$ cat config.mk
export PLATFORM = sky130hd
export DESIGN_NAME = setpoint_calculator
export DESIGN_NICKNAME = d
export VERILOG_FILES = /design/src/logic/setpoint_pkg.sv /design/src/logic/pin_sync.sv /design/src/logic/setpoint_calculator.sv
export SDC_FILE = /design/constraint.sdc
export NUM_CORES = 1
export LEC_CHECK = 0
export ABC_AREA = 1
export BUFFER_PORTS_ARGS = -buffer_cell sky130_fd_sc_hd__buf_2
export CELL_PAD_IN_SITES_DETAIL_PLACEMENT = 1
export CELL_PAD_IN_SITES_GLOBAL_PLACEMENT = 2
export CORE_MARGIN = 3
export CORE_UTILIZATION = 35
export DETAILED_ROUTE_END_ITERATION = 6
export PLACE_DENSITY_LB_ADDON = 0.1
export REMOVE_ABC_BUFFERS = 1
export SLEW_MARGIN = 20
export SYNTH_ARGS = -nofsm -noshare
export SYNTH_HDL_FRONTEND = slang
export SYNTH_HIERARCHICAL = 1
export SYNTH_SLANG_ARGS = --single-unit
$ cat constraint.sdc
create_clock -name clk -period 11.85 [get_ports clk]
set_clock_uncertainty 0.05 [all_clocks]
set_input_delay 1.185 -clock clk [delete_from_list [all_inputs] [get_ports clk]]
set_output_delay 1.185 -clock clk [all_outputs]
set_load 0.02 [all_outputs]
$ cat src/logic/setpoint_pkg.sv
package setpoint_pkg;

   // ************************************************************
   // Widths
   // ************************************************************
   localparam int TEMP_W = 16;
   localparam int CALC_W = 18;
   localparam int ADDR_W = 8;
   localparam int DATA_W = 32;
   localparam int STRB_W = 4;

   // ************************************************************
   // Register offsets (byte addresses)
   // ************************************************************
   localparam logic [ADDR_W-1:0] OFS_CTRL      = 8'h00;
   localparam logic [ADDR_W-1:0] OFS_BASE      = 8'h04;
   localparam logic [ADDR_W-1:0] OFS_OFFSET    = 8'h08;
   localparam logic [ADDR_W-1:0] OFS_AFTER_LD  = 8'h0C;
   localparam logic [ADDR_W-1:0] OFS_BASE_MIN  = 8'h10;
   localparam logic [ADDR_W-1:0] OFS_BASE_MAX  = 8'h14;
   localparam logic [ADDR_W-1:0] OFS_OFF_MAX   = 8'h18;
   localparam logic [ADDR_W-1:0] OFS_DEAD_ZONE = 8'h1C;
   localparam logic [ADDR_W-1:0] OFS_STBY_RED  = 8'h20;
   localparam logic [ADDR_W-1:0] OFS_NIGHT_RED = 8'h24;
   localparam logic [ADDR_W-1:0] OFS_STBY_INC  = 8'h28;
   localparam logic [ADDR_W-1:0] OFS_NIGHT_INC = 8'h2C;
   localparam logic [ADDR_W-1:0] OFS_FROST_SP  = 8'h30;
   localparam logic [ADDR_W-1:0] OFS_HEAT_SP   = 8'h34;
   localparam logic [ADDR_W-1:0] OFS_STATUS    = 8'h38;
   localparam logic [ADDR_W-1:0] OFS_CUR_SP    = 8'h3C;

   // ************************************************************
   // Control and status fields
   // ************************************************************
   localparam int CTRL_MODE_LSB   = 0;
   localparam int CTRL_HC_AUTO    = 2;
   localparam int CTRL_COOL_OBJ   = 3;
   localparam int CTRL_ROT_OFFSET = 4;
   localparam logic [4:0] CTRL_RESET = 5'h14;

   localparam int STAT_MODE_LSB = 0;
   localparam int STAT_COOL     = 2;
   localparam int STAT_WINDOW   = 3;
   localparam int STAT_ROT_LSB  = 16;

   localparam logic [1:0] RESP_OKAY   = 2'h0;
   localparam logic [1:0] RESP_SLVERR = 2'h2;

   // Cycles for the pin synchronisers to settle after reset
   // Four flops deep, so the cold-start level is valid one edge before the count ends
   localparam logic [2:0] SYNC_SETTLE = 3'h5;

   typedef enum logic [1:0]
   {
      MODE_COMFORT = 2'b00,
      MODE_STANDBY = 2'b01,
      MODE_NIGHT   = 2'b10,
      MODE_PROTECT = 2'b11
   } op_mode_type;

   // ************************************************************
   // Configuration parameters, 0.1 K per step, two's complement
   // ************************************************************
   typedef struct packed
   {
      logic signed [TEMP_W-1:0] after_load;
      logic signed [TEMP_W-1:0] base_min;
      logic signed [TEMP_W-1:0] base_max;
      logic signed [TEMP_W-1:0] off_max;
      logic signed [TEMP_W-1:0] dead_zone;
      logic signed [TEMP_W-1:0] stby_red;
      logic signed [TEMP_W-1:0] night_red;
      logic signed [TEMP_W-1:0] stby_inc;
      logic signed [TEMP_W-1:0] night_inc;
      logic signed [TEMP_W-1:0] frost_sp;
      logic signed [TEMP_W-1:0] heat_sp;
   } cfg_type;

   localparam cfg_type CFG_RESET = '{
      after_load : 16'h00D2,
      base_min   : 16'h0096,
      base_max   : 16'h012C,
      off_max    : 16'h0014,
      dead_zone  : 16'h0014,
      stby_red   : 16'h0014,
      night_red  : 16'h0028,
      stby_inc   : 16'h0014,
      night_inc  : 16'h0028,
      frost_sp   : 16'h0046,
      heat_sp    : 16'h0163
   };

   typedef struct packed
   {
      logic        rot_offset;
      logic        cool_obj;
      logic        hc_auto;
      op_mode_type mode_req;
   } ctrl_type;

endpackage

$ cat src/logic/pin_sync.sv
`timescale 1ns/1ps

// Three-stage synchroniser; output moves once stages two and three agree
module pin_sync #(
   parameter int W = 1
)(
   input  wire logic         clk,
   input  wire logic         sys_rst,
   input  wire logic [W-1:0] d,
   output logic      [W-1:0] q
);

   logic [W-1:0] s1_r;
   logic [W-1:0] s2_r;
   logic [W-1:0] s3_r;
   logic [W-1:0] q_r;
   logic [W-1:0] q_nxt;

   // Multi-bit values are only taken when both late stages match
   always_comb
   begin
      q_nxt = q_r;
      if (s2_r == s3_r)
      begin
         q_nxt = s3_r;
      end
   end

   always_ff @(posedge clk)
   begin
      if (sys_rst)
      begin
         s1_r <= '0;
         s2_r <= '0;
         s3_r <= '0;
         q_r  <= '0;
      end
      else
      begin
         s1_r <= d;
         s2_r <= s1_r;
         s3_r <= s2_r;
         q_r  <= q_nxt;
      end
   end

   assign q = q_r;

endmodule // pin_sync

$ cat src/logic/setpoint_calculator.sv
`timescale 1ns/1ps

module setpoint_calculator
(
   input  wire logic        clk,
   input  wire logic        sys_rst,
   // AXI4-Lite slave
   input  wire logic [7:0]  awaddr,
   input  wire logic        awvalid,
   output logic             awready,
   input  wire logic [31:0] wdata,
   input  wire logic [3:0]  wstrb,
   input  wire logic        wvalid,
   output logic             wready,
   output logic [1:0]       bresp,
   output logic             bvalid,
   input  wire logic        bready,
   input  wire logic [7:0]  araddr,
   input  wire logic        arvalid,
   output logic             arready,
   output logic [31:0]      rdata,
   output logic [1:0]       rresp,
   output logic             rvalid,
   input  wire logic        rready,
   // Pins
   input  wire logic        window_open_pin,
   input  wire logic        cooling_demand_pin,
   input  wire logic        cold_start_pin,
   input  wire logic [15:0] rotary_offset_pin,
   // To the control loop
   output logic [15:0]      cur_setpoint,
   output logic [1:0]       eff_mode,
   output logic             cooling_active
);

   localparam int TW = setpoint_pkg::TEMP_W;
   localparam int CW = setpoint_pkg::CALC_W;

   // ************************************************************
   // Helpers
   // ************************************************************
   function automatic logic signed [CW-1:0] ext
   (
      input logic signed [TW-1:0] v
   );
      ext = CW'(v);
   endfunction

   function automatic logic signed [CW-1:0] clamp
   (
      input logic signed [CW-1:0] v,
      input logic signed [CW-1:0] lo,
      input logic signed [CW-1:0] hi
   );
      clamp = v;
      if (v < lo)
      begin
         clamp = lo;
      end
      else if (v > hi)
      begin
         clamp = hi;
      end
   endfunction

   function automatic logic [TW-1:0] merge
   (
      input logic [TW-1:0] old,
      input logic [31:0]   d,
      input logic [3:0]    s
   );
      merge = old;
      if (s[0])
      begin
         merge[7:0] = d[7:0];
      end
      if (s[1])
      begin
         merge[15:8] = d[15:8];
      end
   endfunction

   // ************************************************************
   // Pin synchronisers
   // ************************************************************
   logic        window_s;
   logic        cool_dem_s;
   logic        cold_s;
   logic [15:0] rot_s;

   pin_sync #(.W(3)) sync_bits
   (
      .clk     (clk),
      .sys_rst (sys_rst),
      .d       ({window_open_pin, cooling_demand_pin, cold_start_pin}),
      .q       ({window_s, cool_dem_s, cold_s})
   );

   pin_sync #(.W(16)) sync_rot
   (
      .clk     (clk),
      .sys_rst (sys_rst),
      .d       (rotary_offset_pin),
      .q       (rot_s)
   );

   // ************************************************************
   // Bus slave and object state
   // ************************************************************
   setpoint_pkg::cfg_type  cfg_r,      cfg_nxt;
   setpoint_pkg::ctrl_type ctrl_r,     ctrl_nxt;
   logic signed [TW-1:0]   base_r,     base_nxt;
   logic signed [TW-1:0]   offset_r,   offset_nxt;
   logic [15:0]            rot_prev_r, rot_prev_nxt;
   logic [2:0]             settle_r,   settle_nxt;
   logic                   aw_held_r,  aw_held_nxt;
   logic                   w_held_r,   w_held_nxt;
   logic [7:0]             waddr_r,    waddr_nxt;
   logic [31:0]            wdat_r,     wdat_nxt;
   logic [3:0]             wstb_r,     wstb_nxt;
   logic                   awready_r,  awready_nxt;
   logic                   wready_r,   wready_nxt;
   logic                   bvalid_r,   bvalid_nxt;
   logic [1:0]             bresp_r,    bresp_nxt;
   logic                   arready_r,  arready_nxt;
   logic                   rvalid_r,   rvalid_nxt;
   logic [1:0]             rresp_r,    rresp_nxt;
   logic [31:0]            rdata_r,    rdata_nxt;
   logic signed [TW-1:0]   cur_r,      cur_nxt;
   logic [1:0]             mode_r,     mode_nxt;
   logic                   cool_r,     cool_nxt;
   logic signed [CW-1:0]   wclamp;

   // Base object write, clamped to its limits as received
   assign wclamp = clamp(ext(wdat_r[TW-1:0]), ext(cfg_r.base_min),
                         ext(cfg_r.base_max));

   always_comb
   begin
      cfg_nxt      = cfg_r;
      ctrl_nxt     = ctrl_r;
      base_nxt     = base_r;
      offset_nxt   = offset_r;
      rot_prev_nxt = rot_s;
      settle_nxt   = settle_r;
      aw_held_nxt  = aw_held_r;
      w_held_nxt   = w_held_r;
      waddr_nxt    = waddr_r;
      wdat_nxt     = wdat_r;
      wstb_nxt     = wstb_r;
      bvalid_nxt   = bvalid_r;
      bresp_nxt    = bresp_r;
      rvalid_nxt   = rvalid_r;
      rresp_nxt    = rresp_r;
      rdata_nxt    = rdata_r;

      // Restore the retained base unless this is a first power-up
      if (settle_r != setpoint_pkg::SYNC_SETTLE)
      begin
         settle_nxt = settle_r + 3'h1;
         if (settle_r == setpoint_pkg::SYNC_SETTLE - 3'h1 && cold_s)
         begin
            base_nxt = cfg_r.after_load;
         end
      end

      // Rotary change replaces the offset when it acts as offset
      if (rot_s != rot_prev_r && ctrl_r.rot_offset)
      begin
         offset_nxt = rot_s;
      end

      if (awvalid && awready_r)
      begin
         aw_held_nxt = 1'b1;
         waddr_nxt   = awaddr;
      end
      if (wvalid && wready_r)
      begin
         w_held_nxt = 1'b1;
         wdat_nxt   = wdata;
         wstb_nxt   = wstrb;
      end

      if (aw_held_r && w_held_r && !bvalid_r)
      begin
         aw_held_nxt = 1'b0;
         w_held_nxt  = 1'b0;
         bvalid_nxt  = 1'b1;
         bresp_nxt   = setpoint_pkg::RESP_OKAY;
         case (waddr_r)
            setpoint_pkg::OFS_CTRL:
            begin
               if (wstb_r[0])
               begin
                  ctrl_nxt = setpoint_pkg::ctrl_type'(wdat_r[4:0]);
               end
            end
            setpoint_pkg::OFS_BASE:
            begin
               if (ctrl_r.rot_offset && wstb_r[1:0] == 2'h3)
               begin
                  base_nxt = wclamp[TW-1:0];
               end
            end
            setpoint_pkg::OFS_OFFSET:
               offset_nxt = merge(offset_r, wdat_r, wstb_r);
            setpoint_pkg::OFS_AFTER_LD:
            begin
               cfg_nxt.after_load = merge(cfg_r.after_load, wdat_r, wstb_r);
               base_nxt = cfg_nxt.after_load;
            end
            setpoint_pkg::OFS_BASE_MIN:
               cfg_nxt.base_min = merge(cfg_r.base_min, wdat_r, wstb_r);
            setpoint_pkg::OFS_BASE_MAX:
               cfg_nxt.base_max = merge(cfg_r.base_max, wdat_r, wstb_r);
            setpoint_pkg::OFS_OFF_MAX:
               cfg_nxt.off_max = merge(cfg_r.off_max, wdat_r, wstb_r);
            setpoint_pkg::OFS_DEAD_ZONE:
               cfg_nxt.dead_zone = merge(cfg_r.dead_zone, wdat_r, wstb_r);
            setpoint_pkg::OFS_STBY_RED:
               cfg_nxt.stby_red = merge(cfg_r.stby_red, wdat_r, wstb_r);
            setpoint_pkg::OFS_NIGHT_RED:
               cfg_nxt.night_red = merge(cfg_r.night_red, wdat_r, wstb_r);
            setpoint_pkg::OFS_STBY_INC:
               cfg_nxt.stby_inc = merge(cfg_r.stby_inc, wdat_r, wstb_r);
            setpoint_pkg::OFS_NIGHT_INC:
               cfg_nxt.night_inc = merge(cfg_r.night_inc, wdat_r, wstb_r);
            setpoint_pkg::OFS_FROST_SP:
               cfg_nxt.frost_sp = merge(cfg_r.frost_sp, wdat_r, wstb_r);
            setpoint_pkg::OFS_HEAT_SP:
               cfg_nxt.heat_sp = merge(cfg_r.heat_sp, wdat_r, wstb_r);
            setpoint_pkg::OFS_STATUS,
            setpoint_pkg::OFS_CUR_SP:
               bresp_nxt = setpoint_pkg::RESP_OKAY;
            default:
               bresp_nxt = setpoint_pkg::RESP_SLVERR;
         endcase
      end
      else if (bvalid_r && bready)
      begin
         bvalid_nxt = 1'b0;
      end

      if (arvalid && arready_r)
      begin
         rvalid_nxt = 1'b1;
         rresp_nxt  = setpoint_pkg::RESP_OKAY;
         rdata_nxt  = '0;
         case (araddr)
            setpoint_pkg::OFS_CTRL:      rdata_nxt[4:0] = ctrl_r;
            setpoint_pkg::OFS_BASE:      rdata_nxt[15:0] = base_r;
            setpoint_pkg::OFS_OFFSET:    rdata_nxt[15:0] = offset_r;
            setpoint_pkg::OFS_AFTER_LD:  rdata_nxt[15:0] = cfg_r.after_load;
            setpoint_pkg::OFS_BASE_MIN:  rdata_nxt[15:0] = cfg_r.base_min;
            setpoint_pkg::OFS_BASE_MAX:  rdata_nxt[15:0] = cfg_r.base_max;
            setpoint_pkg::OFS_OFF_MAX:   rdata_nxt[15:0] = cfg_r.off_max;
            setpoint_pkg::OFS_DEAD_ZONE: rdata_nxt[15:0] = cfg_r.dead_zone;
            setpoint_pkg::OFS_STBY_RED:  rdata_nxt[15:0] = cfg_r.stby_red;
            setpoint_pkg::OFS_NIGHT_RED: rdata_nxt[15:0] = cfg_r.night_red;
            setpoint_pkg::OFS_STBY_INC:  rdata_nxt[15:0] = cfg_r.stby_inc;
            setpoint_pkg::OFS_NIGHT_INC: rdata_nxt[15:0] = cfg_r.night_inc;
            setpoint_pkg::OFS_FROST_SP:  rdata_nxt[15:0] = cfg_r.frost_sp;
            setpoint_pkg::OFS_HEAT_SP:   rdata_nxt[15:0] = cfg_r.heat_sp;
            setpoint_pkg::OFS_STATUS:
            begin
               rdata_nxt[setpoint_pkg::STAT_MODE_LSB +: 2] = mode_r;
               rdata_nxt[setpoint_pkg::STAT_COOL]          = cool_r;
               rdata_nxt[setpoint_pkg::STAT_WINDOW]        = window_s;
               rdata_nxt[setpoint_pkg::STAT_ROT_LSB +: 16] = rot_s;
            end
            setpoint_pkg::OFS_CUR_SP:    rdata_nxt[15:0] = cur_r;
            default:
               rresp_nxt = setpoint_pkg::RESP_SLVERR;
         endcase
      end
      else if (rvalid_r && rready)
      begin
         rvalid_nxt = 1'b0;
      end

      // One write and one read in flight; readies drop while busy
      awready_nxt = !aw_held_nxt && !bvalid_nxt;
      wready_nxt  = !w_held_nxt && !bvalid_nxt;
      arready_nxt = !rvalid_nxt;
   end

   // ************************************************************
   // Set point datapath
   // ************************************************************
   logic signed [CW-1:0] base_c;
   logic signed [CW-1:0] off_c;
   logic signed [CW-1:0] sum_c;
   logic signed [CW-1:0] lim_c;

   always_comb
   begin
      // Window contact overrides any requested mode
      if (window_s)
      begin
         mode_nxt = setpoint_pkg::MODE_PROTECT;
      end
      else
      begin
         mode_nxt = ctrl_r.mode_req;
      end
      cool_nxt = ctrl_r.hc_auto ? cool_dem_s : ctrl_r.cool_obj;

      // Limits re-applied here so later limit changes also act
      base_c = clamp(ext(base_r), ext(cfg_r.base_min),
                     ext(cfg_r.base_max));
      off_c  = clamp(ext(offset_r), -ext(cfg_r.off_max),
                     ext(cfg_r.off_max));
      sum_c  = base_c + off_c;
      if (cool_nxt)
      begin
         sum_c = sum_c + ext(cfg_r.dead_zone);
      end

      case (setpoint_pkg::op_mode_type'(mode_nxt))
         setpoint_pkg::MODE_STANDBY:
         begin
            if (cool_nxt)
            begin
               sum_c = sum_c + ext(cfg_r.stby_inc);
            end
            else
            begin
               sum_c = sum_c - ext(cfg_r.stby_red);
            end
         end
         setpoint_pkg::MODE_NIGHT:
         begin
            if (cool_nxt)
            begin
               sum_c = sum_c + ext(cfg_r.night_inc);
            end
            else
            begin
               sum_c = sum_c - ext(cfg_r.night_red);
            end
         end
         default:
            sum_c = sum_c;
      endcase

      lim_c = clamp(sum_c, ext(cfg_r.frost_sp),
                    ext(cfg_r.heat_sp));

      if (mode_nxt == setpoint_pkg::MODE_PROTECT)
      begin
         cur_nxt = cool_nxt ? cfg_r.heat_sp
                            : cfg_r.frost_sp;
      end
      else if (settle_r != setpoint_pkg::SYNC_SETTLE)
      begin
         // Base may still be undefined on first power-up
         cur_nxt = cur_r;
      end
      else
      begin
         cur_nxt = lim_c[TW-1:0];
      end
   end

   // ************************************************************
   // Registers
   // ************************************************************
   always_ff @(posedge clk)
   begin
      if (sys_rst)
      begin
         cfg_r      <= setpoint_pkg::CFG_RESET;
         ctrl_r     <= setpoint_pkg::ctrl_type'(setpoint_pkg::CTRL_RESET);
         offset_r   <= '0;
         rot_prev_r <= '0;
         settle_r   <= '0;
         aw_held_r  <= 1'b0;
         w_held_r   <= 1'b0;
         waddr_r    <= '0;
         wdat_r     <= '0;
         wstb_r     <= '0;
         awready_r  <= 1'b0;
         wready_r   <= 1'b0;
         bvalid_r   <= 1'b0;
         bresp_r    <= setpoint_pkg::RESP_OKAY;
         arready_r  <= 1'b0;
         rvalid_r   <= 1'b0;
         rresp_r    <= setpoint_pkg::RESP_OKAY;
         rdata_r    <= '0;
         cur_r      <= setpoint_pkg::CFG_RESET.frost_sp;
         mode_r     <= setpoint_pkg::MODE_COMFORT;
         cool_r     <= 1'b0;
      end
      else
      begin
         cfg_r      <= cfg_nxt;
         ctrl_r     <= ctrl_nxt;
         offset_r   <= offset_nxt;
         rot_prev_r <= rot_prev_nxt;
         settle_r   <= settle_nxt;
         aw_held_r  <= aw_held_nxt;
         w_held_r   <= w_held_nxt;
         waddr_r    <= waddr_nxt;
         wdat_r     <= wdat_nxt;
         wstb_r     <= wstb_nxt;
         awready_r  <= awready_nxt;
         wready_r   <= wready_nxt;
         bvalid_r   <= bvalid_nxt;
         bresp_r    <= bresp_nxt;
         arready_r  <= arready_nxt;
         rvalid_r   <= rvalid_nxt;
         rresp_r    <= rresp_nxt;
         rdata_r    <= rdata_nxt;
         cur_r      <= cur_nxt;
         mode_r     <= mode_nxt;
         cool_r     <= cool_nxt;
      end
   end

   // Base is retained storage: a bus-supply reset must not clear it
   always_ff @(posedge clk)
   begin
      base_r <= base_nxt;
   end

   assign awready        = awready_r;
   assign wready         = wready_r;
   assign bvalid         = bvalid_r;
   assign bresp          = bresp_r;
   assign arready        = arready_r;
   assign rvalid         = rvalid_r;
   assign rresp          = rresp_r;
   assign rdata          = rdata_r;
   assign cur_setpoint   = cur_r;
   assign eff_mode       = mode_r;
   assign cooling_active = cool_r;

endmodule // setpoint_calculator

==> impl_metrics.tcl, run 1 <==
set metrics [dict create \
    worst-setup-path-type "reg -> reg" \
    ys.flop_type "dfxtp_1" \
    layout-drive-gt1-share_pct 9.09 \
    path_max_fanout 27 \
    syn2layout_area_growth_pct 12.4 \
    clockBufferDepth 3 \
    grt_max_degree 115 \
    detail_route.wl_per_cell_um 22.5 \
    rrSetupSlack_ns 1.08 \
    met1_usage_pct 36.8 \
    path_clk_slew_ns 0.06 \
    r2r_cells 65 \
    hold_path_end "sync_rot/s2_r[7]" \
    die_h_um 277 \
    ys_warn_count 6 \
    max_stage_delay_ns 0.44 \
    post_cts_buffers 0 \
    grtUsageMet2_pct 47.7 \
    synth_common_cells "752 x nand2_1, 524 x inv_1, 399 x o21ai_0" \
    gp_congestion 0.903 \
    ir_drop_v 0.000202 \
    max_slew_margin_pct 7.42 \
    synthCells 3864 \
    drc 0 \
    synth_top_area_cell "dfxtp_1" \
    status "finished clean" \
    grt_use_total_pct 28.1 \
    antenna_found_initial 4 \
    fillers 9305 \
    vias_per_cell 5.36 \
    cts_tree "yes" \
    worst_path_max_delay_cell "ha_1" \
    drtIter0Drc 1786 \
    io_buffers 117 \
    holdWs_ns 0.352 \
    regArea_um2 7890 \
    cap_violations 0 \
    use_met3_pct 4.01 \
    worstSetupStartpointType "register" \
    hold_path_class "reg -> reg" \
    avgSynthCellArea_um2 6.66 \
    tightestPinTransition_ns 1.39 \
    ys_seq_area_share_pct 30.6 \
    nets 4182 \
    hold_violations 0 \
    grt_pass1_wl_um 166000 \
    synth_seq_cells 394 \
    dpl_worst_slack_ns 0.892 \
    ctsHoldBuffers 0 \
    min_period_ns 10.77 \
    placed_cell_area_um2 27100 \
    syn_area_um2 25700 \
    dieArea_um2 76800 \
    yosysUniqueCellTypes 67 \
    cts.sinks 394 \
    drt_wl_total_um 110000 \
    r2r_start "cfg_r[112]" \
    postLayoutCellArea_um2 28900 \
    critical_path_required_ns 12.31 \
    final_util_pct 40.1 \
    die_x_um 277 \
    period_share_pct 90.9 \
    synth_edf_count 0 \
    p_per_area_nw_per_um2 196 \
    ant_nets 0 \
    fp-row-count 98 \
    ios 138 \
    hold_depth 2 \
    cts_inserted_buffers 50 \
    ys_async_sr_fraction_pct 0 \
    core_um2 72200 \
    power_leakage_nw 13.1 \
    worst_slack_ns 1.08 \
    ctsResizeCount 0 \
    grt_pass1_vias 26100 \
    antenna_cells 0 \
    overflow 0 \
    fin_cells 4900 \
    fin_setup_tns_ns 0 \
    slew_violations 0 \
    cp_data_arrival_time_ns 11.23 \
    yosysMostFrequentCell "nand2_1" \
    synthTopCellsByArea "dfxtp_1 31%, nand2_1 11%, ha_1 9.2%" \
    hp-start "sync_rot/s1_r[7]" \
    multi_input_area_um2 15100 \
    total_power_mw 5.66 \
    r2r-end "cur_setpoint[12]" \
    clock.fmax_mhz 92.9 \
    start_util_pct 35.6 \
    cts-root-buf "clkbuf_16" \
    dp_hpwl_um 83700 \
    dr.pass1.iters 5 \
    htreeDepth 2 \
    vias 26300 \
    rsz0062_at_grt "no" \
    endpoint_kind "register" \
    busiest_layer "met2" \
    insertion_delay_ns 0.64 \
    setup-violations-final 0 \
    synth.top_cell.area_share_pct 30.6 \
    placed_cells 4809 \
    path_common_cell "nand2_1" \
]
==> state kept, by name (all words and copies together) (netlist names), 5 cells and up <==
register,cells
cur_setpoint,16
rot_prev_r,16
sync_rot/s2_r,16
sync_rot/s3_r,16
ctrl_r,5
rdata,32
waddr_r,8
cfg_r,176
wdat_r,16
offset_r,16
sync_rot/q,16
sync_rot/s1_r,16
base_r,16
==> worst max-delay path, delay by kind of cell (launching register included) <==
family	cells	cell delay, ns
AO/OA/AOI/OAI	9	1.30
XOR/XNOR	2	0.34
adder cells (fa/ha/maj)	7	2.27
buffers and inverters	9	0.95
flip-flops	1	0.34
AND/OR/NAND/NOR	38	5.37
==> layout by cell type, fill, tap and decap left out, types with 13 or more instances in the layout <==
| master | instances |
|---|---|
| a211oi_1 | 17 |
| a21oi_1 | 358 |
| a221oi_1 | 20 |
| buf_2 | 116 |
| buf_4 | 46 |
| clkbuf_16 | 50 |
| clkbuf_8 | 13 |
| dfxtp_1 | 394 |
| ha_1 | 189 |
| inv_1 | 523 |
| inv_2 | 32 |
| nand2_1 | 752 |
| nand3_1 | 170 |
| nand4_1 | 41 |
| nor2_1 | 357 |
| nor2_2 | 18 |
| nor3_1 | 27 |
| o211ai_1 | 67 |
| o21ai_0 | 399 |
| o21ai_1 | 42 |
| o22ai_1 | 57 |
| xnor2_1 | 17 |
| xor2_1 | 43 |
==> power breakdown <==
| group | switching [mW] | total, mW | internal (mW) |
|---|---|---|---|
| logic | 1.79 | 2.65 | 0.864 |
| clock network | 0.665 | 1.61 | 0.949 |
| registers | 0.0320 | 1.39 | 1.36 |
| total | 2.48 | 5.66 | 3.17 |
==> how the worst max path moves through the flow <==
stage	end	cells past startpoint	start
2_1_floorplan	cur_setpoint[10]	64	cfg_r[112]
3_3_place_gp	cur_setpoint[7]	65	cfg_r[113]
3_5_place_dp	cur_setpoint[7]	65	cfg_r[112]
4_1_cts	cur_setpoint[7]	65	cfg_r[112]
5_1_grt	cur_setpoint[7]	63	cfg_r[113]
6_report	cur_setpoint[12]	65	cfg_r[112]
==> cells by family after synthesis <==
logic type | synth area share [%]
AOI/OAI and AO/OA | 22.6
xor gates and xnor gates | 2.11
adders and majority gates | 9.42
DFF | 30.6
muxes | 0.428
other | 0.0146
and+or+nand+nor | 23.5
buffers and inverters | 11.2
==> metal layers <==
metal / wire (um) / vias to the layer above / share of wire [%]
met5: 13 / - / 0.012
met4: 3790 / 2 / 3.4
met3: 4980 / 171 / 4.5
met2: 51900 / 504 / 47
met1: 49600 / 12700 / 45
li1: - / 12900 / -
==> final cells by class <==
| class | instances | share of cell area [%] |
|---|---|---|
| clock buffers | 72 | 5.06 |
| clock inverters | 18 | 0.861 |
| inverters | 566 | 7.36 |
| multi-input cells | 2737 | 52.1 |
| flip-flops and latches | 394 | 27.3 |
| well taps | 950 | 4.11 |
| repair buffers | 163 | 3.27 |
No activity file was read; power rests on OpenSTA's default activity.
==> inputs of run 2 (changes only) <==
--- a/config.mk
+++ b/config.mk
@@ -7,10 +7,10 @@
 export LEC_CHECK = 0
 export ABC_AREA = 1
 export BUFFER_PORTS_ARGS = -buffer_cell sky130_fd_sc_hd__buf_2
-export CELL_PAD_IN_SITES_DETAIL_PLACEMENT = 1
-export CELL_PAD_IN_SITES_GLOBAL_PLACEMENT = 2
+export CELL_PAD_IN_SITES_DETAIL_PLACEMENT = 0
+export CELL_PAD_IN_SITES_GLOBAL_PLACEMENT = 1
 export CORE_MARGIN = 3
-export CORE_UTILIZATION = 35
+export CORE_UTILIZATION = 45
 export DETAILED_ROUTE_END_ITERATION = 6
 export PLACE_DENSITY_LB_ADDON = 0.1
 export REMOVE_ABC_BUFFERS = 1
==> impl_metrics.tcl, run 2 (synthesized netlist as in run 1, its figures left out) <==
set metrics [dict create \
    path_common_cell "nand2_1" \
    vias 26600 \
    min_period_ns 10.71 \
    p_per_area_nw_per_um2 191 \
    die_h_um 245 \
    worstSetupStartpointType "register" \
    rrSetupSlack_ns 1.14 \
    detail_route.wl_per_cell_um 21.5 \
    cts-root-buf "clkbuf_16" \
    drtIter0Drc 2026 \
    setup-violations-final 0 \
    power_leakage_nw 13.0 \
    clock.fmax_mhz 93.3 \
    max_slew_margin_pct 23.2 \
    antenna_cells 0 \
    cts_tree "yes" \
    start_util_pct 45.6 \
    largest_reg_flops 176 \
    syn2layout_area_growth_pct 10.8 \
    total_power_mw 5.45 \
    cts.sinks 394 \
    fp-row-count 87 \
    slew_violations 0 \
    overflow 0 \
    ir_drop_v 0.000228 \
    vias_per_cell 5.66 \
    endpoint_kind "register" \
    ios 138 \
    die_x_um 245 \
    critical_path_required_ns 12.28 \
    final_common_cell "nand2_1" \
    multi_input_area_um2 15000 \
    cp_data_arrival_time_ns 11.14 \
    drt_wl_total_um 101000 \
    clockBufferDepth 3 \
    hold_violations 0 \
    antenna_found_initial 5 \
    drc 0 \
    io_buffers 117 \
    grt_pass1_vias 24800 \
    path_clk_slew_ns 0.06 \
    hold_path_class "reg -> reg" \
    period_share_pct 90.4 \
    status "finished clean" \
    grt_max_degree 97 \
    grt_pass1_wl_um 150000 \
    layout_common_cells "751 x nand2_1, 523 x inv_1, 399 x o21ai_0" \
    max_stage_delay_ns 0.46 \
    worst-setup-path-type "reg -> reg" \
    rsz0062_at_grt "no" \
    fillers 5786 \
    tightestPinTransition_ns 1.15 \
    dr.pass1.iters 7 \
    dp_hpwl_um 75800 \
    cap_violations 0 \
    post_cts_buffers 0 \
    htreeDepth 2 \
    top_register "cfg_r" \
    regArea_um2 7890 \
    fin_setup_tns_ns 0 \
    gp_congestion 0.968 \
    layout-drive-gt1-share_pct 8.87 \
    grt_use_total_pct 32.8 \
    ant_nets 0 \
    core_um2 56500 \
    worst_path_max_delay_cell "nor4_1" \
    dieArea_um2 60100 \
    insertion_delay_ns 0.61 \
    path_max_fanout 27 \
    nets 4177 \
    cts_inserted_buffers 48 \
]
## run 2: changes by cell type in the layout (fill, tap and decap cells not counted), sizes merged
cell / change
buf: -3
clkinv: +5
clkinvlp: +2
bufinv: -2
clkbuf: -3
inv: -3
## run 2: final cells by class
type,count,share of cell area (%)
Multi-Input combinational cell,2737,52.8
Inverter,566,7.47
Clock inverter,20,0.711
Timing Repair Buffer,160,3.19
Tap cell,756,3.32
Clock buffer,69,4.88
Sequential cell,394,27.7
## run 2: timing repair
item,in CTS,in global routing
resized for setup,0,1
endpoints found under the setup margin,0,2
hold buffers,0,0
## run 2: through the flow
stage | worst slack, ns | area (um^2) | std cells | hold WS, ns | utilization (%)
floorplan | 2.97 | 25000 | 3697 | 0.338 | -
global placement | 1.34 | 26900 | 4613 | 0.342 | 47.6
detailed placement | 1.23 | 26900 | 4613 | 0.345 | 47.6
CTS | 1.17 | 28500 | 4702 | 0.355 | 50.4
global route | 0.166 | 28500 | 4702 | 0.369 | 50.5
finish | 1.14 | 28500 | 4702 | 0.352 | 50.5
## run 2: critical path: cells and delay by family (launching register included)
kind | cells | cell delay (ns)
XOR/XNOR | 3 | 0.48
flip-flops | 1 | 0.33
AO/OA/AOI/OAI | 9 | 1.41
AND/OR/NAND/NOR | 36 | 5.29
adder cells (fa/ha/maj) | 7 | 2.35
buffers and inverters | 9 | 0.65
## run 2: path summary, 6_finish.rpt
path | start | to | cells after the start
worst max register to register | cfg_r[112] | cur_setpoint[9] | 64
worst min-delay path | sync_rot/s1_r[13] | sync_rot/s2_r[13] | 2
worst min register to register | sync_rot/s1_r[13] | sync_rot/s2_r[13] | 2
worst max-delay path | cfg_r[112] | cur_setpoint[9] | 64
## run 2: report_power, final
| part | switching [mW] | leakage [nW] | internal, mW |
|---|---|---|---|
| logic | 1.72 | 9.05 | 0.848 |
| registers | 0.0268 | 3.20 | 1.36 |
| clock network | 0.632 | 0.784 | 0.865 |
| total | 2.37 | 13.0 | 3.07 |
## run 2: layer usage
layer	vias to the layer above	share of wire (%)	track usage [%]
met5	-	0.056	0
met4	6	5.9	17.5
met3	268	7.8	5.29
met2	1025	45	53.5
met1	12400	41	41.6
li1	12900	-	-
==> inputs of run 3 (changes only) <==
--- a/config.mk
+++ b/config.mk
@@ -17,5 +17,4 @@
 export SLEW_MARGIN = 20
 export SYNTH_ARGS = -nofsm -noshare
 export SYNTH_HDL_FRONTEND = slang
-export SYNTH_HIERARCHICAL = 1
 export SYNTH_SLANG_ARGS = --single-unit
==> impl_metrics.tcl, run 3 <==
set metrics [dict create \
    crit_start "cfg_r[112]" \
    dr.pass1.iters 6 \
    post_cts_buffers 0 \
    vias_per_cell 5.62 \
    yosysUniqueCellTypes 63 \
    detail_route.wl_per_cell_um 20.4 \
    avgSynthCellArea_um2 6.79 \
    yosysMostFrequentCell "nand2_1" \
    placed_cell_area_um2 26200 \
    drtIter0Drc 2294 \
    ys.flop_type "dfxtp_1" \
    die_h_um 242 \
    antenna_cells 0 \
    path_clk_slew_ns 0.06 \
    synth_common_cells "662 x nand2_1, 501 x inv_1, 444 x o21ai_0" \
    drc 0 \
    cts_tree "yes" \
    io_buffers 117 \
    cts.sinks 394 \
    postLayoutCellArea_um2 27800 \
    fin_setup_tns_ns 0 \
    final_common_cell "nand2_1" \
    fp-row-count 86 \
    critical_path_required_ns 12.27 \
    top_register "cfg_r" \
    nets 4007 \
    vias 25400 \
    worst_path_max_delay_cell "ha_1" \
    min_period_ns 10.23 \
    power_leakage_nw 12.5 \
    synth_seq_cells 394 \
    endpoint_kind "register" \
    setup-violations-final 0 \
    synthCells 3702 \
    fin_cells 4520 \
    dpl_worst_slack_ns 1.69 \
    grt_use_total_pct 30.4 \
    overflow 0 \
    ir_drop_v 0.000144 \
    worst_slack_ns 1.62 \
    insertion_delay_ns 0.59 \
    max_stage_delay_ns 0.37 \
    dp_hpwl_um 70800 \
    die_x_um 242 \
    syn2layout_area_growth_pct 10.6 \
    ys_seq_area_share_pct 31.4 \
    ctsHoldBuffers 0 \
    start_util_pct 45.5 \
    layout-drive-gt1-share_pct 8.30 \
    cp_data_arrival_time_ns 10.65 \
    dieArea_um2 58700 \
    p_per_area_nw_per_um2 192 \
    slew_violations 0 \
    cts_inserted_buffers 47 \
    ctsResizeCount 0 \
    layout_common_cells "662 x nand2_1, 500 x inv_1, 444 x o21ai_0" \
    placed_cells 4436 \
    core_um2 55200 \
    tightestPinTransition_ns 1.08 \
    period_share_pct 86.3 \
    ys_warn_count 0 \
    ios 138 \
    r2r_cells 68 \
    cts-root-buf "clkbuf_16" \
    clock.fmax_mhz 97.7 \
    synth.top_cell.area_share_pct 31.4 \
    synth_top_area_cell "dfxtp_1" \
    synthTopCellsByArea "dfxtp_1 31%, nand2_1 9.9%, ha_1 9.4%" \
    grt_max_degree 107 \
    rsz0062_at_grt "no" \
    max_slew_margin_pct 26.4 \
    hp-start "sync_rot.s1_r[2]" \
    fillers 5652 \
    hold_depth 2 \
    hold_violations 0 \
    ys_async_sr_fraction_pct 0 \
    htreeDepth 2 \
    largest_reg_flops 176 \
    path_common_cell "nand2_1" \
    r2r_start "cfg_r[112]" \
    grt_pass1_wl_um 140000 \
    worstSetupStartpointType "register" \
    gp_congestion 0.993 \
    worst-setup-path-type "reg -> reg" \
    antenna_found_initial 2 \
    clockBufferDepth 3 \
    drt_wl_total_um 92000 \
    cap_violations 0 \
    ant_nets 0 \
    hold_path_class "reg -> reg" \
    synth_edf_count 0 \
    grt_pass1_vias 23800 \
    syn_area_um2 25100 \
    status "finished clean" \
    path_max_fanout 25 \
]
[run 3: cell count changes in the layout (fill, tap and decap cells not counted), moves of 20 or more]
cell / delta
nand3_1: -31
inv_1: -23
o211ai_1: -20
o21ai_0: +45
inv_2: -20
nor2_1: -62
nand2_1: -89
[run 3: logic make-up after synthesis]
logic type / after synthesis / share of synthesized area [%]
xor+xnor: 62 / 2.16
other cells: 1 / 0.0149
simple gates: 1275 / 21.8
mux: 10 / 0.398
buf+inv: 682 / 10.5
fa+ha+maj: 192 / 9.64
flops: 394 / 31.4
compound gates: 1086 / 24.1
[run 3: cell type report]
cell class | count | area, um^2 | share of cell area [%]
clock buffers | 67 | 1300 | 4.68
well taps | 748 | 936 | 3.37
flip-flops and latches | 394 | 7890 | 28.4
clock inverters | 17 | 258 | 0.927
multi-input cells | 2627 | 14600 | 52.6
repair buffers | 149 | 841 | 3.02
inverters | 518 | 1950 | 7.02
[run 3: routing by layer]
| layer | track usage, % | vias up | part of all wire, % |
|---|---|---|---|
| met5 | 0 | - | 0.011 |
| met4 | 11.3 | 2 | 3.8 |
| met3 | 3.98 | 169 | 6.1 |
| met2 | 50.8 | 811 | 46 |
| met1 | 39.9 | 11900 | 44 |
| li1 | - | 12500 | - |
[run 3: path summary, 6_finish.rpt]
path	slack, ns	end
hold reg to reg	0.35	sync_rot.s2_r[2]
setup / recovery	1.62	cur_setpoint[12]
hold / removal	0.35	sync_rot.s2_r[2]
setup reg to reg	1.62	cur_setpoint[12]
[run 3: worst max-delay path: cells and delay by family (launching register included)]
family	cells	cell delay, ns
compound gates	13	2.20
mux	1	0.23
flops	1	0.32
simple gates	38	3.98
fa+ha+maj	6	1.83
buf+inv	8	1.02
xor+xnor	2	0.38
[run 3: where the power goes]
group	internal [mW]	switching, mW	total [mW]
clock	0.896	0.609	1.50
sequential	1.36	0.0528	1.42
combinational	0.844	1.59	2.43
[run 3: metrics by stage]
stage	power [mW]	utilization (%)	hold slack [ns]
floorplan	3.14	-	0.338
global placement	3.80	47.5	0.339
detailed placement	3.84	47.5	0.344
CTS	5.36	50.4	0.352
global route	5.74	50.4	0.368
finish	5.35	50.4	0.349
